File: src/rtl/otl_pkg.sv
// constants for the output voltage and current limit register bank
package otl_pkg;

  // ----------------------------------------------------------------
  // byte addresses
  // ----------------------------------------------------------------
  localparam logic [7:0] ADDR_VLO = 8'h06;
  localparam logic [7:0] ADDR_VHI = 8'h07;
  localparam logic [7:0] ADDR_CLO = 8'h08;
  localparam logic [7:0] ADDR_CHI = 8'h09;

  // ----------------------------------------------------------------
  // field layout
  // ----------------------------------------------------------------
  localparam int VOLT_CODE_W = 12;
  localparam int VOLT_HALF_W = 6;
  localparam int CURR_CODE_W = 7;
  localparam int VOLT_W = 20;
  localparam int CURR_MA_W = 13;
  localparam int VLO_CODE_LSB = 2;
  localparam logic [7:0] VHI_RSV_MASK = 8'hc0;
  localparam logic [7:0] CHI_RSV_MASK = 8'h80;

  // ----------------------------------------------------------------
  // reset values
  // ----------------------------------------------------------------
  localparam logic [VOLT_HALF_W-1:0] VOLT_HALF_RST = 6'h00;
  localparam logic [CURR_CODE_W-1:0] CURR_CODE_RST = 7'h00;
  localparam logic [7:0] RDATA_RST = 8'h00;

  // ----------------------------------------------------------------
  // voltage scale, all in units of 0.1 mV
  // ----------------------------------------------------------------
  localparam logic [VOLT_W-1:0] VOLT_MIN_DMV = 20'h07530;
  localparam logic [VOLT_W-1:0] VOLT_MAX_DMV = 20'h32c80;
  localparam logic [VOLT_W-1:0] VOLT_OFFSET_DMV = 20'h03200;
  // bit 0 first: 8.1, 16, 33, 65, 130, 260, 521, 1041, 2082, 4164, 8328, 16656 mV
  localparam logic [VOLT_W-1:0] VOLT_WEIGHT_DMV [VOLT_CODE_W] = '{
    20'h00051, 20'h000a0, 20'h0014a, 20'h0028a, 20'h00514, 20'h00a28,
    20'h0145a, 20'h028aa, 20'h05154, 20'h0a2a8, 20'h14550, 20'h28aa0
  };

  // ----------------------------------------------------------------
  // current scale
  // ----------------------------------------------------------------
  localparam logic [CURR_MA_W-1:0] CURR_STEP_MA = 13'h0032;

endpackage

File: src/rtl/otl_otg_limit_regs.sv
// output voltage and current limit register bank with checked writes
// Functional notes
// - voltage writes outside 3 V..20.8 V are dropped
// - add 1.28 V offset unless offset disable set
// - high byte 5:0 holds code 11:6
// - low byte 7:2 holds code 5:0
// - current code 6:0 at 09h, 50 mA steps
// - reserved high bits set means invalid write
// - ignore 06h bits 1:0 and all 08h
`timescale 1ns/10ps
module otl_otg_limit_regs
  import otl_pkg::*;
(
  // clock and reset
  input wire logic CLK_I,
  input wire logic ARST_N_I,
  // byte register port
  input wire logic REG_WR_I,
  input wire logic REG_RD_I,
  input wire logic [7:0] REG_ADDR_I,
  input wire logic [7:0] REG_WDATA_I,
  output logic [7:0] REG_RDATA_O,
  output logic WR_REJECT_O,
  // offset select from the configuration bank
  input wire logic OFFSET_DIS_I,
  // limits toward the regulation loop
  output logic [VOLT_CODE_W-1:0] VOLT_CODE_O,
  output logic [VOLT_W-1:0] VOLT_DMV_O,
  output logic [CURR_CODE_W-1:0] CURR_CODE_O,
  output logic [CURR_MA_W-1:0] CURR_MA_O
);

  // ----------------------------------------------------------------
  // state
  // ----------------------------------------------------------------
  logic [VOLT_HALF_W-1:0] vlo_pend_ff, nxt_vlo_pend;
  logic [VOLT_CODE_W-1:0] volt_code_ff, nxt_volt_code;
  logic [CURR_CODE_W-1:0] curr_code_ff, nxt_curr_code;
  logic reject_ff, nxt_reject;
  logic [7:0] rdata_ff, nxt_rdata;
  logic [VOLT_W-1:0] volt_dmv_ff, nxt_volt_dmv;
  logic [CURR_MA_W-1:0] curr_ma_ff, nxt_curr_ma;

  logic [VOLT_CODE_W-1:0] cand_code;
  logic [VOLT_W-1:0] cand_dmv;
  logic cand_in_range;
  logic vhi_rsv_ok;
  logic cand_ok;

  // ----------------------------------------------------------------
  // candidate check
  // ----------------------------------------------------------------
  // the low byte is only staged; the check waits for the high byte so
  // a half-written code never reaches the loop
  assign cand_code = {REG_WDATA_I[VOLT_HALF_W-1:0], vlo_pend_ff};

  otl_volt_sum u_cand_sum (
    .code_i(cand_code),
    .offset_dis_i(OFFSET_DIS_I),
    .dmv_o(cand_dmv)
  );

  assign cand_in_range = (cand_dmv >= VOLT_MIN_DMV) && (cand_dmv <= VOLT_MAX_DMV);
  assign vhi_rsv_ok = (REG_WDATA_I & VHI_RSV_MASK) == 8'h00;
  assign cand_ok = cand_in_range && vhi_rsv_ok;

  // ----------------------------------------------------------------
  // write path
  // ----------------------------------------------------------------
  always_comb
  begin
    nxt_vlo_pend = vlo_pend_ff;
    nxt_volt_code = volt_code_ff;
    nxt_curr_code = curr_code_ff;
    nxt_reject = 1'b0;
    if (REG_WR_I)
    begin
      case (REG_ADDR_I)
        ADDR_VLO:
        begin
          // bits 1:0 are dropped here
          nxt_vlo_pend = REG_WDATA_I[7:VLO_CODE_LSB];
        end
        ADDR_VHI:
        begin
          if (cand_ok)
          begin
            nxt_volt_code = cand_code;
          end
          else
          begin
            nxt_reject = 1'b1;
          end
        end
        ADDR_CHI:
        begin
          if ((REG_WDATA_I & CHI_RSV_MASK) == 8'h00)
          begin
            nxt_curr_code = REG_WDATA_I[CURR_CODE_W-1:0];
          end
          else
          begin
            nxt_reject = 1'b1;
          end
        end
        default:
        begin
          // 08h and unmapped bytes take no effect
          nxt_reject = 1'b0;
        end
      endcase
    end
  end

  always_ff @(posedge CLK_I or negedge ARST_N_I)
  begin
    if (!ARST_N_I)
    begin
      vlo_pend_ff <= VOLT_HALF_RST;
      volt_code_ff <= {VOLT_HALF_RST, VOLT_HALF_RST};
      curr_code_ff <= CURR_CODE_RST;
      reject_ff <= 1'b0;
    end
    else
    begin
      vlo_pend_ff <= nxt_vlo_pend;
      volt_code_ff <= nxt_volt_code;
      curr_code_ff <= nxt_curr_code;
      reject_ff <= nxt_reject;
    end
  end

  // ----------------------------------------------------------------
  // read path
  // ----------------------------------------------------------------
  always_comb
  begin
    nxt_rdata = rdata_ff;
    if (REG_RD_I)
    begin
      case (REG_ADDR_I)
        ADDR_VLO: nxt_rdata = {volt_code_ff[VOLT_HALF_W-1:0], 2'b00};
        ADDR_VHI: nxt_rdata = {2'b00, volt_code_ff[VOLT_CODE_W-1:VOLT_HALF_W]};
        ADDR_CHI: nxt_rdata = {1'b0, curr_code_ff};
        default: nxt_rdata = 8'h00;
      endcase
    end
  end

  always_ff @(posedge CLK_I or negedge ARST_N_I)
  begin
    if (!ARST_N_I)
    begin
      rdata_ff <= RDATA_RST;
    end
    else
    begin
      rdata_ff <= nxt_rdata;
    end
  end

  // ----------------------------------------------------------------
  // effective limits
  // ----------------------------------------------------------------
  // the offset select may move after a write; the level follows it, so a
  // stored code can sit outside the window once the offset is changed
  otl_volt_sum u_out_sum (
    .code_i(volt_code_ff),
    .offset_dis_i(OFFSET_DIS_I),
    .dmv_o(nxt_volt_dmv)
  );

  always_comb
  begin
    nxt_curr_ma = {6'h00, curr_code_ff} * CURR_STEP_MA;
  end

  always_ff @(posedge CLK_I or negedge ARST_N_I)
  begin
    if (!ARST_N_I)
    begin
      volt_dmv_ff <= '0;
      curr_ma_ff <= '0;
    end
    else
    begin
      volt_dmv_ff <= nxt_volt_dmv;
      curr_ma_ff <= nxt_curr_ma;
    end
  end

  assign REG_RDATA_O = rdata_ff;
  assign WR_REJECT_O = reject_ff;
  assign VOLT_CODE_O = volt_code_ff;
  assign VOLT_DMV_O = volt_dmv_ff;
  assign CURR_CODE_O = curr_code_ff;
  assign CURR_MA_O = curr_ma_ff;
endmodule

File: src/rtl/otl_volt_sum.sv
// weighted sum of a voltage code plus the optional offset
`timescale 1ns/10ps
module otl_volt_sum
  import otl_pkg::*;
(
  // code in
  input wire logic [VOLT_CODE_W-1:0] code_i,
  input wire logic offset_dis_i,
  // effective level out, 0.1 mV units
  output logic [VOLT_W-1:0] dmv_o
);

  logic [VOLT_W-1:0] acc;

  always_comb
  begin
    acc = offset_dis_i ? '0 : VOLT_OFFSET_DMV;
    for (int i = 0; i < VOLT_CODE_W; i++)
    begin
      if (code_i[i])
      begin
        acc = acc + VOLT_WEIGHT_DMV[i];
      end
    end
    dmv_o = acc;
  end

endmodule

File: config.mk
export PLATFORM = sky130hd
export DESIGN_NAME = otl_otg_limit_regs
export DESIGN_NICKNAME = d
export VERILOG_FILES = /design/src/rtl/otl_pkg.sv /design/src/rtl/otl_otg_limit_regs.sv /design/src/rtl/otl_volt_sum.sv
export SDC_FILE = /design/constraint.sdc
export NUM_CORES = 1
export LEC_CHECK = 0
export BUFFER_PORTS_ARGS = -buffer_cell sky130_fd_sc_hd__buf_2
export CORE_MARGIN = 3
export CORE_UTILIZATION = 41
export CTS_CLUSTER_SIZE = 10
export DETAILED_ROUTE_END_ITERATION = 16
export GPL_ROUTABILITY_DRIVEN = 0
export PLACE_DENSITY = 0.62
export REMOVE_ABC_BUFFERS = 1
export SYNTH_ARGS = -nofsm -noshare
export SYNTH_HDL_FRONTEND = slang
export SYNTH_SLANG_ARGS = --single-unit
File: constraint.sdc
create_clock -name CLK_I -period 6.4 [get_ports CLK_I]
set_input_delay 0.64 -clock CLK_I [delete_from_list [all_inputs] [get_ports CLK_I]]
set_output_delay 0.64 -clock CLK_I [all_outputs]
set_load 0.05 [all_outputs]
==> metrics <==
Worst-path clk slew=0.07 ns; max-slew violation count=0; Initial DRT Pass Iterations=5; port bufs=80; CTS Sinks=66; WP data required=6.62 ns; met3 wire len=1070 µm; top sig layer=met4; Vias/cell=5.61; cell count of the worst reg-to-reg path=27; GR Overflow Total=0; worst-path maximum fanout=6; mean post-synth cell area=7.99 µm²; Area after DPL=11700 µm²; sequential area share after synthesis=17.1%; minimum clock period=6.61 ns; endpoints failing setup=12; final instance area=13500 µm²; most frequent cells in the layout=buf_4, xnor2_1, nor2_1, buf_2, nand2_1; post-DP HPWL=21500 µm; Hold WS=0.466 ns; initial antenna violation count=0; cell taking the most area after synthesis=dfrtp_1; top cell type's share of synthesized area=17.1%; ys async rst share=100%; CTS buffer count=9; Synth Area in Adders=6.88%; DR vias=10205; multiplexer share of the synthesized area=4.59%; htree depth=3; met2 WL=14100 µm; setup ws final=-0.211 ns; Post-CTS Hold Buffers=0; EDFF count, synth=0; Crit Path Class=flop to flop; final cell count without fillers=1818; Die Wd=159 µm; Fin Setup TNS=-1.45 ns; Tot GR Track Use=21.2%; reg-to-reg setup timing slack=-0.21 ns; most common cell after layout, fill and taps aside=buf_4; worst r2r dst=VOLT_CODE_O[0]$_DFFE_PN0P_; NumNets Final=1572; Fin. Hold Viols=0; Worst Tran Pin Value=0.833 ns; routed len/inst=15.7 µm; final cycle utilization of the critical path=103%; Critical Path Start Type=flop; Compound-Gate Fraction of Synth Area=29.7%; maximum root-to-sink buffer count=2; CTS root buf=clkbuf_16; die area=25400 µm²; XOR/XNOR Fraction of Synth Area=16.8%; Boundary Pins=82; RSZ-0062 raised after global routing=true; Antenna Violating Nets Remaining=0; synth unique cells=104; status=finished, violations left; clock skew=0.0116 ns; simple-gate share of the synthesized area=20.1%; TritonCTS clock tree=built; main combinational cell family by area after synthesis=compound AO/OA/AOI/OAI gates; Syn-to-layout area delta=40.2%; final WL=28500 µm; FF+latch count, synth=66; slew margin rel.=44.5%; core area=22800 µm²; # placed instances=1753; first-pass GRT wire length=45800 µm; Max Clk Rate=0.151 GHz; largest net degree at the start of global routing=67; Hold Crit Class=input pin to asynchronous set/reset pin; r2r startpoint=vlo_pend_ff[3]$_DFFE_PN0P_; number of max-cap violations=0; vias in the first global route=9652; Initial DRC Count=551; CP Capture Type=flop; Area contributors post-synth=dfrtp_1, xnor2_1, ha_1; layout cells sized above 1=37.3%; mapped cell area=9640 µm²; met1 WL=12600 µm; Main synth FF type=dfrtp_1; antenna diode count=0; Rows=55; Clk Latency, worst-skew pair=0.34 ns; die height=159 µm; Synth Warn #=0; Arrival @ worst endpoint=6.83 ns; Starting Density=42.2%; DRC Markers=0; Cells after Synth=1207; failing checks=negative setup slack
worst max path at each step:
stage / slack [ns] / startpoint / cells after the start / to
after floorplan: -1.09 / vlo_pend_ff[2]$_DFFE_PN0P_ / 22 / VOLT_CODE_O[1]$_DFFE_PN0P_
after global placement: -0.36 / vlo_pend_ff[2]$_DFFE_PN0P_ / 27 / VOLT_CODE_O[11]$_DFFE_PN0P_
after detailed placement: -0.45 / vlo_pend_ff[2]$_DFFE_PN0P_ / 27 / VOLT_CODE_O[8]$_DFFE_PN0P_
after CTS: -0.07 / vlo_pend_ff[3]$_DFFE_PN0P_ / 29 / VOLT_CODE_O[0]$_DFFE_PN0P_
after global routing: -0.47 / vlo_pend_ff[0]$_DFFE_PN0P_ / 26 / VOLT_CODE_O[0]$_DFFE_PN0P_
final: -0.21 / vlo_pend_ff[3]$_DFFE_PN0P_ / 27 / VOLT_CODE_O[0]$_DFFE_PN0P_
kinds of logic after synthesis:
family	count (synthesis)
adders and majority gates	52
xor gates and xnor gates	170
AOI/OAI and AO/OA	397
muxes	41
DFF	66
other	1
buffers and inverters	109
and+or+nand+nor	371
layout make-up:
class | instances | area (µm²)
clock inverter | 6 | 72.6
fill | 2040 | 9330
clock buffer | 10 | 239
inverter | 55 | 206
multi-input combinational | 1033 | 8550
tap | 313 | 392
sequential | 66 | 1660
timing repair buffer | 335 | 2400
worst max-delay path, cell delays in order, from the launching register on:
cell	delay, ns
dfrtp_1	0.39
buf_6	0.15
buf_12	0.13
mux2i_4	0.19
buf_6	0.14
a221oi_4	0.37
mux2i_4	0.13
buf_4	0.16
o32ai_4	0.17
nor4_4	0.09
or3_4	0.43
and2_4	0.20
mux2i_4	0.21
o41ai_4	0.48
xnor2_2	0.14
and2_4	0.18
or4_4	0.54
buf_4	0.16
a21o_1	0.19
buf_4	0.15
and4_1	0.22
o31a_1	0.29
a21o_1	0.20
or3_4	0.42
o211ai_4	0.21
a221oi_4	0.10
buf_6	0.16
mux2_4	0.28
per-stage QoR:
step | setup WS, ns | utilization (%)
2_1_floorplan | -1.09 | -
3_3_place_gp | -0.364 | 51.4
3_5_place_dp | -0.448 | 51.4
4_1_cts | -0.0708 | 56.7
5_1_grt | -0.473 | 59.2
6_report | -0.211 | 59.2
sequential cells by signal (all words and copies together) (netlist names):
signal,flops
WR_REJECT_O,1
vlo_pend_ff,6
VOLT_DMV_O,20
CURR_CODE_O,7
CURR_MA_O,12
VOLT_CODE_O,12
REG_RDATA_O,8
Yosys cell counts, types with 9 or more instances:
cell type and number:
nor3_1 20, xnor2_1 111, a211oi_1 17, buf_4 10, o211ai_1 22, and2_1 19
mux2_2 10, a211o_1 11, nand3_1 39, nand4_1 11, xor2_1 48, or3_1 10
or2_2 13, ha_1 49, a21oi_1 61, nor2b_1 14, nor4_1 10, a31oi_1 11
nand2_1 76, dfrtp_1 66, o21ai_0 89, mux2i_1 26, a21o_1 23, o21a_1 19
nor2_1 88, a22oi_1 9, clkbuf_1 35, nand2b_1 20, inv_1 48, and3_1 11
layer usage:
layer | GRT usage, % | vias to the layer above
met5 | 0 | -
met4 | 7.12 | 0
met3 | 2.60 | 57
met2 | 37.8 | 230
met1 | 26.4 | 4851
li1 | - | 5067
repair_timing:
item | 4_1_cts | 5_1_grt
gates cloned | 1 | 0
endpoints found under the setup margin | 13 | 19
buffers inserted | 28 | 23
pin swaps | 59 | 40
gates resized for setup | 132 | 82
Power is not shown: default switching activity piles up to over one toggle a cycle in this logic, so the estimate is an artifact.
